<file path="config.mk">
export PLATFORM = sky130hd
export DESIGN_NAME = pcsic_core
export DESIGN_NICKNAME = d
export VERILOG_FILES = /design/src/pcsic_pkg.sv /design/src/pcsic_stack.sv /design/src/pcsic_core.sv
export SDC_FILE = /design/constraint.sdc
export NUM_CORES = 1
export LEC_CHECK = 0
export BUFFER_PORTS_ARGS = -buffer_cell sky130_fd_sc_hd__clkbuf_2
export CORE_MARGIN = 5
export CORE_UTILIZATION = 30
export CTS_BUF_LIST = sky130_fd_sc_hd__clkbuf_8
export CTS_CLUSTER_SIZE = 20
export DETAILED_ROUTE_END_ITERATION = 10
export SKIP_LAST_GASP = 1
export SLEW_MARGIN = 20
export SYNTH_ARGS = -nofsm -noshare
export SYNTH_HDL_FRONTEND = slang
export SYNTH_HIERARCHICAL = 1
export SYNTH_SLANG_ARGS = --single-unit
</file>
<file path="constraint.sdc">
create_clock -name clk -period 3.08 [get_ports clk]
set_input_delay 0.616 -clock clk [delete_from_list [all_inputs] [get_ports clk]]
set_output_delay 0.616 -clock clk [all_outputs]
set_load 0.01 [all_outputs]
</file>
<file path="src/pcsic_pkg.sv">
// constants, address map and types shared by the program-flow core and its stack
// assumes a single core clock and an 8-bit register port with bank select in address bit 7
package pcsic_pkg;

	// widths
	localparam int PC_W        = 13;
	localparam int LIT_W       = 11;
	localparam int LATCH_W     = 5;
	localparam int DATA_W      = 8;
	localparam int ADDR_W      = 8;
	localparam int EFF_W       = 9;
	localparam int STACK_DEPTH = 8;
	localparam int STACK_PTR_W = 3;
	localparam int RAM_DEPTH   = 80;
	localparam int RAM_IDX_W   = 7;

	// register offsets, low seven bits decoded so they appear in both banks
	localparam logic [6:0] ADR_WINDOW  = 7'h00;
	localparam logic [6:0] ADR_PCL     = 7'h02;
	localparam logic [6:0] ADR_STATUS  = 7'h03;
	localparam logic [6:0] ADR_POINTER = 7'h04;
	localparam logic [6:0] ADR_LATCH   = 7'h0a;
	localparam logic [6:0] ADR_INTERRUPT_CONTROL  = 7'h0b;
	// bank 1 only
	localparam logic [7:0] ADR_CAUSE   = 8'h8e;
	// general-purpose data, bank 0 only
	localparam logic [7:0] RAM_BASE    = 8'h20;
	localparam logic [7:0] RAM_LAST    = 8'h6f;
	localparam int         BANK_BIT    = 7;

	// interrupt_control field positions
	localparam int IC_GIE     = 7;
	localparam int IC_RSVD    = 6;
	localparam int IC_T0_EN   = 5;
	localparam int IC_EXT_EN  = 4;
	localparam int IC_PORT_EN = 3;
	localparam int IC_T0_FL   = 2;
	localparam int IC_EXT_FL  = 1;
	localparam int IC_PORT_FL = 0;
	localparam logic [7:0] IC_WR_MASK = 8'hbf;
	localparam logic [7:0] IC_RESET   = 8'h00;

	// reset_cause field positions
	localparam int RC_POR = 1;
	localparam int RC_WDT = 0;
	localparam logic [7:0] RC_WR_MASK = 8'h03;
	localparam logic [1:0] RC_SETTLE  = 2'h3;

	// status field kept here
	localparam int ST_BANK = 7;

	localparam logic [PC_W-1:0] PC_RESET   = 13'h0000;
	localparam logic [PC_W-1:0] IRQ_VECTOR = 13'h0004;
	localparam logic [PC_W-1:0] PC_ONE     = 13'h0001;

	typedef enum {
		PCSIC_T_NONE, PCSIC_T_WINDOW, PCSIC_T_PCL, PCSIC_T_STATUS,
		PCSIC_T_POINTER, PCSIC_T_LATCH, PCSIC_T_INTERRUPT_CONTROL, PCSIC_T_CAUSE, PCSIC_T_RAM
	} pcsic_target_t;

endpackage

</file>
<file path="src/pcsic_stack.sv">
// circular return stack, eight entries of program counter width
// push wins when push and pop come in the same cycle; the core gives the vector priority
`timescale 1ns/1ps
module pcsic_stack (
	input  wire logic                        clk,
	input  wire logic                        nrst,
	input  wire logic                        push,
	input  wire logic                        pop,
	input  wire logic [pcsic_pkg::PC_W-1:0]  push_data,
	output logic      [pcsic_pkg::PC_W-1:0]  top
);
	import pcsic_pkg::*;

	typedef struct packed {
		logic [STACK_DEPTH-1:0][PC_W-1:0] entry;
		logic [STACK_PTR_W-1:0]           ptr;
	} pcsic_stack_st_t;

	pcsic_stack_st_t st_r;
	pcsic_stack_st_t st_nxt;
	logic [STACK_PTR_W-1:0] below;

	// entry just under the pointer is the newest one
	assign below = st_r.ptr - 3'h1;
	assign top   = st_r.entry[below];

	// pointer wraps in both directions, no overflow or underflow flag exists
	always_comb begin
		st_nxt = st_r;
		if (push) begin
			st_nxt.entry[st_r.ptr] = push_data;
			st_nxt.ptr             = st_r.ptr + 3'h1;
		end else if (pop) begin
			st_nxt.ptr = below;
		end
	end

	// reset clears every entry as well as the pointer
	always_ff @(posedge clk or negedge nrst) begin
		if (!nrst) begin
			st_r <= '0;
		end else begin
			st_r <= st_nxt;
		end
	end

endmodule

</file>
<file path="src/pcsic_core.sv">
// program counter, return stack, indirect addressing, interrupt control and reset cause
// assumes the execution logic issues one flow operation per cycle and drives the register port
//
// Local design decision: the plain strobed port.
`timescale 1ns/1ps
module pcsic_core (
	input  wire logic                          clk,
	input  wire logic                          nrst,
	// register port
	input  wire logic [pcsic_pkg::ADDR_W-1:0]  reg_addr,
	input  wire logic [pcsic_pkg::DATA_W-1:0]  reg_wdata,
	input  wire logic                          reg_wr,
	input  wire logic                          reg_rd,
	output logic      [pcsic_pkg::DATA_W-1:0]  reg_rdata,
	// flow operations from the execution logic
	input  wire logic                          op_advance,
	input  wire logic                          op_call,
	input  wire logic                          op_jump,
	input  wire logic                          op_return,
	input  wire logic                          op_return_with_literal,
	input  wire logic                          op_return_from_interrupt,
	input  wire logic                          op_irq_vector,
	input  wire logic [pcsic_pkg::LIT_W-1:0]   lit_addr,
	// interrupt source events, one-cycle pulses on the core clock
	input  wire logic                          timer_overflow_evt,
	input  wire logic                          external_edge_evt,
	input  wire logic                          port_change_evt,
	// reset kind levels from the reset controller, asynchronous
	input  wire logic                          cause_power_on,
	input  wire logic                          cause_watchdog_timer,
	output logic      [pcsic_pkg::PC_W-1:0]    pc,
	output logic                               irq_request
);
	import pcsic_pkg::*;

	typedef struct packed {
		logic [PC_W-1:0]                 pc;
		logic [LATCH_W-1:0]              pc_high_latch;
		logic [DATA_W-1:0]               pointer_register;
		logic                            indirect_bank_bit;
		logic [DATA_W-1:0]               interrupt_control;
		logic [DATA_W-1:0]               reset_cause;
		logic [1:0]                      por_sync;
		logic [1:0]                      wdt_sync;
		logic [1:0]                      settle_cnt;
		logic                            cause_taken;
		logic [DATA_W-1:0]               rdata;
		logic                            irq_req;
		logic [RAM_DEPTH-1:0][DATA_W-1:0] ram;
	} pcsic_core_st_t;

	pcsic_core_st_t      st_r;
	pcsic_core_st_t      st_nxt;
	logic [EFF_W-1:0]    eff_addr;
	logic [ADDR_W-1:0]   acc_addr;
	pcsic_target_t       acc_target;
	logic                via_window;
	logic [RAM_IDX_W-1:0] ram_idx;
	logic                stack_push;
	logic                stack_pop;
	logic [PC_W-1:0]     stack_top;
	logic [DATA_W-1:0]   rd_value;
	logic [2:0]          events;
	logic [2:0]          pending;

	// map a bank-qualified address onto the register it selects
	function automatic pcsic_target_t decode(input logic [ADDR_W-1:0] a);
		pcsic_target_t t;
		t = PCSIC_T_NONE;
		if (a == ADR_CAUSE) begin
			t = PCSIC_T_CAUSE;
		end else if (!a[BANK_BIT] && a >= RAM_BASE && a <= RAM_LAST) begin
			t = PCSIC_T_RAM;
		end else begin
			unique case (a[6:0])
				ADR_WINDOW:  t = PCSIC_T_WINDOW;
				ADR_PCL:     t = PCSIC_T_PCL;
				ADR_STATUS:  t = PCSIC_T_STATUS;
				ADR_POINTER: t = PCSIC_T_POINTER;
				ADR_LATCH:   t = PCSIC_T_LATCH;
				ADR_INTERRUPT_CONTROL:  t = PCSIC_T_INTERRUPT_CONTROL;
				default:     t = PCSIC_T_NONE;
			endcase
		end
		return t;
	endfunction

	// the window is redirected through the pointer; the bank bit sits above it
	always_comb begin
		eff_addr   = {st_r.indirect_bank_bit, st_r.pointer_register};
		via_window = (decode(reg_addr) == PCSIC_T_WINDOW);
		// the ninth address bit is unused on this part, so only the low byte is decoded
		acc_addr   = via_window ? eff_addr[ADDR_W-1:0] : reg_addr;
		acc_target = decode(acc_addr);
		ram_idx    = RAM_IDX_W'(acc_addr - RAM_BASE);
	end

	// read mux; the stack has no address and cannot be reached here
	always_comb begin
		rd_value = '0;
		unique case (acc_target)
			PCSIC_T_WINDOW:  rd_value = '0;
			PCSIC_T_PCL:     rd_value = st_r.pc[DATA_W-1:0];
			PCSIC_T_STATUS:  rd_value = {st_r.indirect_bank_bit, 7'h00};
			PCSIC_T_POINTER: rd_value = st_r.pointer_register;
			PCSIC_T_LATCH:   rd_value = {3'h0, st_r.pc_high_latch};
			PCSIC_T_INTERRUPT_CONTROL:  rd_value = st_r.interrupt_control;
			PCSIC_T_CAUSE:   rd_value = st_r.reset_cause;
			PCSIC_T_RAM:     rd_value = st_r.ram[ram_idx];
			PCSIC_T_NONE:    rd_value = '0;
		endcase
	end

	// vector wins over every other flow operation and blocks the pop; a call with a return only pushes, as the stack gives the push priority
	assign stack_push = op_irq_vector || op_call;
	assign stack_pop  = !op_irq_vector &&
	                    (op_return || op_return_with_literal || op_return_from_interrupt);

	assign events  = {timer_overflow_evt, external_edge_evt, port_change_evt};
	assign pending = st_r.interrupt_control[IC_T0_EN:IC_PORT_EN] &
	                 st_r.interrupt_control[IC_T0_FL:IC_PORT_FL];

	// next-state of the whole core
	always_comb begin
		st_nxt = st_r;

		// register writes
		if (reg_wr) begin
			unique case (acc_target)
				PCSIC_T_WINDOW:  ;
				PCSIC_T_PCL:     ;
				PCSIC_T_STATUS:  st_nxt.indirect_bank_bit = reg_wdata[ST_BANK];
				PCSIC_T_POINTER: st_nxt.pointer_register = reg_wdata;
				PCSIC_T_LATCH:   st_nxt.pc_high_latch = reg_wdata[LATCH_W-1:0];
				PCSIC_T_INTERRUPT_CONTROL:  st_nxt.interrupt_control = reg_wdata & IC_WR_MASK;
				PCSIC_T_CAUSE:   st_nxt.reset_cause = reg_wdata & RC_WR_MASK;
				PCSIC_T_RAM:     st_nxt.ram[ram_idx] = reg_wdata;
				PCSIC_T_NONE:    ;
			endcase
		end

		// hardware sets flags after the software write so a same-cycle event is not lost
		st_nxt.interrupt_control[IC_T0_FL:IC_PORT_FL] =
			st_nxt.interrupt_control[IC_T0_FL:IC_PORT_FL] | events;

		// program counter; the stack and its pointer never touch the latch
		if (op_irq_vector) begin
			st_nxt.pc = IRQ_VECTOR;
			// masking re-entry until the interrupt return
			st_nxt.interrupt_control[IC_GIE] = 1'b0;
		end else if (op_call || op_jump) begin
			st_nxt.pc = {st_r.pc_high_latch[LATCH_W-1:LATCH_W-2], lit_addr};
		end else if (stack_pop) begin
			st_nxt.pc = stack_top;
			if (op_return_from_interrupt) begin
				st_nxt.interrupt_control[IC_GIE] = 1'b1;
			end
		end else if (reg_wr && acc_target == PCSIC_T_PCL) begin
			// only the written byte lands low, so no carry can reach the upper bits
			st_nxt.pc = {st_r.pc_high_latch, reg_wdata};
		end else if (op_advance) begin
			st_nxt.pc = st_r.pc + PC_ONE;
		end

		// request asks the execution logic for a vector
		st_nxt.irq_req = st_r.interrupt_control[IC_GIE] && (|pending);

		// two-stage synchronisers for the reset kind levels
		st_nxt.por_sync = {st_r.por_sync[0], cause_power_on};
		st_nxt.wdt_sync = {st_r.wdt_sync[0], cause_watchdog_timer};

		// reset kind is taken once the synchronisers have settled after release
		if (!st_r.cause_taken) begin
			if (st_r.settle_cnt == RC_SETTLE) begin
				st_nxt.cause_taken          = 1'b1;
				// capture overrides a software write in the same cycle
				st_nxt.reset_cause[RC_POR]  = st_r.por_sync[1];
				st_nxt.reset_cause[RC_WDT]  = st_r.wdt_sync[1];
			end else begin
				st_nxt.settle_cnt = st_r.settle_cnt + 2'h1;
			end
		end

		// read data stands one cycle after the strobe, zero otherwise
		st_nxt.rdata = reg_rd ? rd_value : '0;
	end

	// every reset clears the counter and all control state
	always_ff @(posedge clk or negedge nrst) begin
		if (!nrst) begin
			st_r                   <= '0;
			st_r.pc                <= PC_RESET;
			st_r.interrupt_control <= IC_RESET;
		end else begin
			st_r <= st_nxt;
		end
	end

	// return stack lives outside program and data space
	pcsic_stack u_stack (
		.clk       (clk),
		.nrst      (nrst),
		.push      (stack_push),
		.pop       (stack_pop),
		.push_data (st_r.pc),
		.top       (stack_top)
	);

	// outputs straight from the state register
	assign pc          = st_r.pc;
	assign reg_rdata   = st_r.rdata;
	assign irq_request = st_r.irq_req;

endmodule

</file>
=== Yosys cells after proc, flatten, opt, wreduce, memory -nomap -nowiden ===
Cells that the tools add are included.

* Bits in registers: 799
* RAM bits: 0
* Bits in latches: 0
* Memories: 0
* Input bits: 43
* Word-level logic and storage cells: 209
* Memory bits (read-only): 0

* $lt $le $gt $ge: 9
* $add $sub $neg: 5
* Div/mod/pow operators: 0
* Eq/ne operators: 23
* Reductions and logical operators: 29
* Muxes and demuxes: 37
* Bitwise logic cells: 4
* $mul: 0
* Shifts and indexed selects: 0

{| class="wikitable"
|+ Operators with widths
! operator !! count
|-
| $bwmux W640 || 1
|-
| $eq A32 B3 Y1 const B || 5
|-
| $bwmux W104 || 1
|-
| $eq A32 B2 Y1 const B || 3
|-
| $mux W13 || 7
|-
| $mux W32 || 2
|-
| $pmux W8 S8 || 1
|-
| $bmux W8 S7 || 1
|-
| $demux W8 S7 || 1
|-
| $mux W8 || 5
|-
| $bmux W13 S3 || 1
|-
| $demux W13 S3 || 1
|-
| $pmux W3 S6 || 2
|-
| $eq A32 B1 Y1 const B || 1
|-
| $eq A32 B4 Y1 const B || 1
|-
| $logic_not A32 Y1 || 1
|-
| $eq A7 B2 Y1 const B || 4
|-
| $eq A7 B4 Y1 const B || 4
|-
| $eq A8 B8 Y1 const B || 2
|-
| $ge A8 B6 Y1 const B || 2
|-
| $le A8 B7 Y1 const B || 2
|-
| $mux W16 || 1
|-
| $eq A7 B3 Y1 const B || 2
|-
| $logic_not A7 Y1 || 2
|-
| other kinds (25) || 54
|}

=== Longest topological paths before layout ===
Gate-level depths: netlist of run 1.

* Depth after elaboration: 19
* Depth in mapped cells: 15
* Gate-level depth less buffers: 9

=== Hierarchy ===
Netlist of run 1, hierarchy kept.

{| class="wikitable"
|+ Modules (own cells, without submodules)
! module !! area each (µm²) !! cells an instance !! times used
|-
| pcsic_core || 34229.1 || 2516 || 1
|-
| pcsic_stack || 5093.6 || 380 || 1
|}

=== Least setup slack after synthesis of run 1 ===
No wires, ideal clock.

* Path type: in2reg
* From: input reg_addr[1] in the netlist's numbering
* To: register, netlist name st_r[0]
* Path buffers: 1
* Cell stages on the path: 8
* Data arrival time: 3160 ps
* Setup time: 128 ps
* Slack: -208 ps
* Path through: buf_4 > or4_4 > nor2_1 > a21o_1 > ha_1 > nand2_2 > nor2_8 > mux2_1

{| class="wikitable"
|+ RTL lines
! element !! line !! text
|-
| start, declared || pcsic_core.sv:10 || <nowiki>input wire logic [pcsic_pkg::ADDR_W-1:0] reg_addr,</nowiki>
|}

==> metrics, run 1 <==
status=finished, violations left; failing checks=negative setup slack; share of post-route cells with drive strength above 1=29.5%; Fill cells=12529; vias in the first global route=26886; core footprint=130000 sq um; Tcrit/Tclk final=100%; clock root cell=clkbuf_8; Routed WL=114000 um; maximum vdd drop=0.416 mV; Synth Register Bits=799; Routed Antenna Nets=0; first-pass GRT wire length=175000 um; Tot Pwr=27.4 mW; Total Routing Usage GR=16.6%; # port buffers=64; Multi-input gate area=18400 sq um; Via density=5.07; Hold Crit Class=in -> reg; # H-tree levels=4; CP max FO=13; RePlAce Congestion=0.884; worst r2r dst=reg_rdata[7]$_DFF_PN0_; final hold violations=0; layout overhead on the synthesized area=20.9%; WS Path Type=reg -> reg; DR vias=25859; Rel. slew slack=42.4%; layout net count=3305; main flop type after synthesis=dfrtp_1; Static Leak=24.7 nW; PwrDens=576 nW/um^2; grt ovf=0; mean post-synth cell area=13.6 sq um; Syn Nets=2946; Async SR Flop Fraction=100%; Iter 0 DRT Violations=1912; Post-synth EDFFs=0; Max-Cap Viols=0; HPWL Detailed=78500 um; largest area contributor in the netlist=dfrtp_1; final setup margin=-0.0117 ns; post-synthesis cell type count=90; worst reg2reg path depth=10; CTS tree=done; Peak Freq=323 MHz; die width=372 um; clock skew=0.0457 ns; Clock Path Buffers=3; Worst Tran Pin Value=0.864 ns; Starting Density=30.3%; post-DR wirelength/cell=22.5 um; clk sinks=799; Final Max Slew Viols=0; Seq/Total Area, Yosys=50.8%; largest net degree at the start of global routing=81; start point of the worst hold path=lit_addr[8]; hold depth=3; yosys warns=6; RSZ-0062 raised after global routing=true; final setup violation count=1; Hold EP=pc[8]$_DFFE_PN0P_; critical path data arrival time=3.76 ns; Worst-Skew Late Latency=0.80 ns; RR Startpoint=eff_addr[0]$_DFFE_PN0P_; share of the synthesized area in the top cell type=50.8%; register-to-register setup slack=-0.01 ns; DIE AREA=138000 sq um; top cells by area, synth=dfrtp_1, mux2_1, mux4_2, nor2_8, mux2_2; register area=20000 sq um; fin crit period=3.09 ns; most common cell in the netlist=dfrtp_1; Synth top cells by count=dfrtp_1, mux2_1, nand2_1, mux2i_1, nand3_1; antenna violations before repair=2; CP Capture Type=flip-flop; Cell Area, Synth=39300 sq um; number of CTS-inserted buffers=139; DRC viols=0; Worst-path clk slew=0.06 ns; WHS=0.120 ns; Initial DRT Pass Iterations=5; Syn Inst Count=2896; worst endpoint required time=3.75 ns; Worst setup SP type=flip-flop; Die Y=372 um; Core Rows=132; io pins=65
==> where the power goes <==
part | switching, mW | internal (mW)
logic | 3.14 | 2.63
clock network | 4.46 | 5.18
registers | 0.545 | 11.5
total | 8.14 | 19.3
==> worst max-delay path by stage <==
stage | endpoint | startpoint | slack, ns | cells after the start
global placement | reg_rdata[7]$_DFF_PN0_ | reg_addr[3] | -1.01 | 12
global route | reg_rdata[0]$_DFF_PN0_ | eff_addr[1]$_DFFE_PN0P_ | -0.05 | 9
finish | reg_rdata[7]$_DFF_PN0_ | eff_addr[0]$_DFFE_PN0P_ | -0.01 | 10
CTS | reg_rdata[7]$_DFF_PN0_ | eff_addr[1]$_DFFE_PN0P_ | -0.003 | 11
floorplan | st_r[174]$_DFFE_PN0P_ | reg_addr[1] | -0.04 | 8
detailed placement | reg_rdata[7]$_DFF_PN0_ | reg_addr[3] | -0.88 | 12
==> cells in the final DEF, fill, tap and decap left out, types with 13 or more instances in the layout <==
master / netlist / routed
a211oi_1: 30 / 30
a21oi_1: 42 / 38
and4_1: 14 / 14
buf_12: 1 / 81
buf_4: 39 / 289
clkbuf_2: 0 / 55
clkbuf_8: 0 / 174
dfrtp_1: 799 / 799
inv_1: 8 / 48
mux2_1: 643 / 643
mux2_2: 110 / 110
mux2i_1: 121 / 120
mux4_2: 86 / 86
nand2_1: 199 / 199
nand3_1: 113 / 113
nand4_1: 13 / 13
nor2_1: 93 / 93
nor2_8: 82 / 82
nor3_1: 25 / 19
nor4_1: 14 / 14
o21ai_0: 42 / 41
o22ai_1: 26 / 24
==> metrics by stage <==
stage	instances	setup TNS [ns]	worst slack [ns]	utilization [%]	cell area [sq um]
2_1_floorplan	2896	-4.92	-0.0409	-	39300
3_3_place_gp	4842	-180.98	-1.01	34.3	44600
3_5_place_dp	4842	-195.61	-0.876	34.3	44600
4_1_cts	5091	-0.00299	-0.00299	36.5	47400
5_1_grt	5095	-0.152	-0.0509	36.6	47600
6_report	5096	-0.0117	-0.0117	36.6	47600
==> per-layer routing <==
| metal | GRT usage, % | vias up | routed length [um] |
|---|---|---|---|
| li1 | - | 11383 | - |
| met1 | 22.9 | 13616 | 52000 |
| met2 | 26.2 | 672 | 52800 |
| met3 | 3.28 | 188 | 6170 |
| met4 | 5.86 | 0 | 3420 |
| met5 | 0 | - | 0 |
==> worst max-delay path, stage by stage, from the launching register on <==
cell	delay (ns)
dfrtp_1	0.39
nor4b_4	0.25
a21o_4	0.30
buf_12	0.18
buf_12	0.17
mux4_2	0.53
a22oi_1	0.20
a21oi_1	0.14
a211oi_1	0.51
buf_4	0.21
o41ai_2	0.06
==> state kept, by name (all words and copies together), names as in the netlist <==
register      flops
st_r            659
u_stack/st_r    107
pc               13
eff_addr          9
reg_rdata         8
st_nxt            2
irq_request       1
==> logic make-up (layout without fill, tap and decap cells) <==
family | Yosys count | count (layout) | share of synthesized area [%]
compound gates | 257 | 257 | 4.58
simple gates | 620 | 620 | 11.1
other cells | 0 | 2 | 0
flops | 799 | 799 | 50.8
buf+inv | 227 | 683 | 2.91
mux | 970 | 970 | 30.0
fa+ha+maj | 7 | 7 | 0.223
xor+xnor | 16 | 16 | 0.395
==> cell type report <==
| class | count | area share, % |
|---|---|---|
| Timing Repair Buffer | 435 | 8.78 |
| Clock inverter | 64 | 0.737 |
| Inverter | 10 | 0.0789 |
| Clock buffer | 174 | 5.04 |
| Antenna cell | 2 | 0.0105 |
| Multi-Input combinational cell | 1870 | 38.7 |
| Sequential cell | 799 | 42.0 |
| Tap cell | 1742 | 4.58 |
==> what timing repair did <==
item | CTS | global route
hold buffers | 6 | 0
gates cloned | 0 | 0
setup buffers | 5 | 3
pin swaps | 5 | 7
endpoints found under the hold margin | 43 | 0
gates resized for setup | 10 | 18
setup endpoints to repair | 6 | 8
Note: power is estimated with default switching activity, not from simulation.
==> inputs of run 2 (changes only) <==
--- a/config.mk
+++ b/config.mk
@@ -6,6 +6,7 @@
 export NUM_CORES = 1
 export LEC_CHECK = 0
 export BUFFER_PORTS_ARGS = -buffer_cell sky130_fd_sc_hd__clkbuf_2
+export CORE_ASPECT_RATIO = 1.1
 export CORE_MARGIN = 5
 export CORE_UTILIZATION = 30
 export CTS_BUF_LIST = sky130_fd_sc_hd__clkbuf_8
==> run 2 against run 1 <==
Against the previous run: the flow still finishes with violations (negative setup slack); via count down 0.16%; fmax hardly changed; clock skew about the same; global-route usage is 0.31 points lower; count of clock-buffer cells in the layout down 9; cell count fell by 1.3%; die area hardly changed; register-to-register slack about the same; utilization is 0.42 points lower; critical endpoint is now reg_rdata[5]$_DFF_PN0_; highest routed layer unchanged.
==> metrics, run 2 (synthesis gave the netlist of run 1 again) <==
most frequent cells in the layout=dfrtp_1, mux2_1, buf_4, nand2_1, clkbuf_8 (unchanged); placed insts=4780 (was 4842); antenna violations before repair=2 (unchanged); WS Path Type=reg -> reg (unchanged); register area=20000 sq um (unchanged); HPWL Detailed=79100 um (was 78500 um); vias in the first global route=27123 (was 26886); Via density=5.13 (was 5.07); # H-tree levels=4 (unchanged); fin crit period=3.09 ns (about the same); Worst-path clk slew=0.06 ns (about the same); Iter 0 DRT Violations=1584 (was 1912); DRC viols=0 (unchanged); CP max FO=23 (was 13); io pins=65 (unchanged); clock share of power=34.5% (was 35.1%); DR vias=25817 (was 25859); Rel. slew slack=34.9% (was 42.4%); Multi-input gate area=18400 sq um (about the same); core footprint=130000 sq um (about the same); final setup violation count=1 (unchanged); Global Route met2 Usage=27.5% (was 26.2%); Core Rows=139 (was 132); sequential power share=44.5% (was 43.8%); Final Max Slew Viols=0 (unchanged); largest net degree at the start of global routing=86 (was 81); Reg with most FFs=st_r (unchanged); post-DR wirelength/cell=22.5 um (about the same); met3 usage=2.67% (was 3.28%); share of post-route cells with drive strength above 1=28.9% (was 29.5%); largest registers=st_r: 659 flops, u_stack/st_r: 107 flops, pc: 13 flops (unchanged); worst endpoint required time=3.77 ns (was 3.75 ns); Static Leak=24.5 nW (was 24.7 nW); register-to-register setup slack=-0.01 ns (about the same); Worst setup SP type=flip-flop (unchanged); maximum vdd drop=0.506 mV (was 0.416 mV); busiest grt layer=met2 (unchanged); Hold Crit Class=in -> reg (unchanged); final hold violations=0 (unchanged); Peak Freq=323 MHz (about the same); final setup margin=-0.0118 ns (was -0.0117 ns); Tcrit/Tclk final=100% (about the same); commonest non-fill, non-tap cell in the layout=dfrtp_1 (unchanged); Initial DRT Pass Iterations=5 (unchanged); CP Capture Type=flip-flop (unchanged); Die Y=390 um (was 372 um); number of CTS-inserted buffers=130 (was 139); Max-Cap Viols=0 (unchanged); Routed WL=113000 um (was 114000 um); RePlAce Congestion=0.883 (was 0.884); switching fraction of total power=29.9% (was 29.7%); layout net count=3288 (was 3305); clk sinks=799 (unchanged); critical path data arrival time=3.78 ns (was 3.76 ns); Fill cells=12488 (was 12529); Clock Path Buffers=3 (unchanged); WHS=0.109 ns (was 0.120 ns); clock root cell=clkbuf_8 (unchanged); Internal=18.9 mW (was 19.3 mW); layout overhead on the synthesized area=20.1% (was 20.9%); Largest register FFs=659 (unchanged); post-route cell area=47200 sq um (was 47600 sq um); failing checks=negative setup slack (unchanged); PwrDens=571 nW/um^2 (was 576 nW/um^2); Placed Area=44400 sq um (was 44600 sq um); first-pass GRT wire length=174000 um (was 175000 um); Worst Tran Pin Value=0.977 ns (was 0.864 ns); status=finished, violations left (unchanged); CTS tree=done (unchanged); die width=355 um (was 372 um); Worst-Skew Late Latency=0.83 ns (was 0.80 ns); # port buffers=64 (unchanged); DIE AREA=138000 sq um (about the same); Comb power frac=20.9% (was 21.0%); grt ovf=0 (unchanged); Total Routing Usage GR=16.3% (was 16.6%); Starting Density=30.1% (was 30.3%); clock skew=0.0458 ns (was 0.0457 ns); met1 Use GR=21.3% (was 22.9%); switching power=8.05 mW (was 8.14 mW); Routed Antenna Nets=0 (unchanged); post-route insts no fill=5030 (was 5096)
[run 2: cell types whose count changed in the layout (fill, tap and decap cells not counted), moves of 4 or more]
cell / change
dlygate4sd3_1: +7
clkinv_2: +5
clkbuf_8: -9
inv_1: -4
buf_4: -12
[run 2: power by group through the flow]
stage          combinational, mW  sequential [mW]  clock [mW]
6_report                    5.64             12.0        9.31
5_1_grt                     6.07             12.1        10.0
4_1_cts                     5.67             12.0        9.57
3_5_place_dp                5.64             12.2           0
3_3_place_gp                5.59             12.1           0
2_1_floorplan               3.70             12.0           0
[run 2: path summary, 6_finish.rpt]
kind / startpoint / to / cells after the start
max: eff_addr[0]$_DFFE_PN0P_ / reg_rdata[5]$_DFF_PN0_ / 11
min: reg_wdata[7] / eff_addr[7]$_DFFE_PN0P_ / 2
max reg2reg: eff_addr[0]$_DFFE_PN0P_ / reg_rdata[5]$_DFF_PN0_ / 11
min reg2reg: st_nxt[655]$_DFF_PN0_ / st_r[655]$_DFF_PN0_ / 0
max in group asynchronous: nrst / st_r[358]$_DFFE_PN0P_ / 4
min in group asynchronous: nrst / u_stack/st_r[81]$_DFFE_PN0P_ / 2
[run 2: timing repair]
action | in CTS | in global routing
hold buffers | 13 | 0
pin swaps | 1 | 8
hold endpoints to repair | 43 | 0
gates resized for setup | 5 | 13
setup endpoints to repair | 3 | 6
buffers inserted | 2 | 4
[run 2: critical path, stage by stage, from the launching register on]
cell and delay, ns:
dfrtp_1 0.38, nor4b_4 0.28, a21o_4 0.27, buf_4 0.15, buf_12 0.21, mux4_2 0.56, o22ai_1 0.14, buf_4 0.15
a311oi_1 0.05, nor2_1 0.28, o21ai_2 0.16, a31o_1 0.29
[run 2: final cells by class]
cell class	count	area share, %
clock buffer	165	4.81
sequential	799	42.3
clock inverter	66	0.760
timing repair buffer	427	8.67
multi-input combinational	1870	38.9
inverter	10	0.0795
antenna	1	0.00530
tap	1692	4.48
[run 2: stage by stage]
step	power, mW	util [%]	TNS (ns)	worst slack, ns
finish	27.0	36.2	-0.0118	-0.0118
global route	28.2	36.2	-0.000400	-0.000400
CTS	27.2	36.1	-0.00383	-0.00383
detailed placement	17.8	34.0	-143.11	-0.654
global placement	17.7	34.0	-131.12	-0.702
floorplan	15.7	-	-4.92	-0.0409
[run 2: per-layer routing]
layer	vias to the layer above	wire [um]
met3	200	5420
met2	690	55300
li1	11380	-
met5	-	0
met4	0	3710
met1	13547	48900
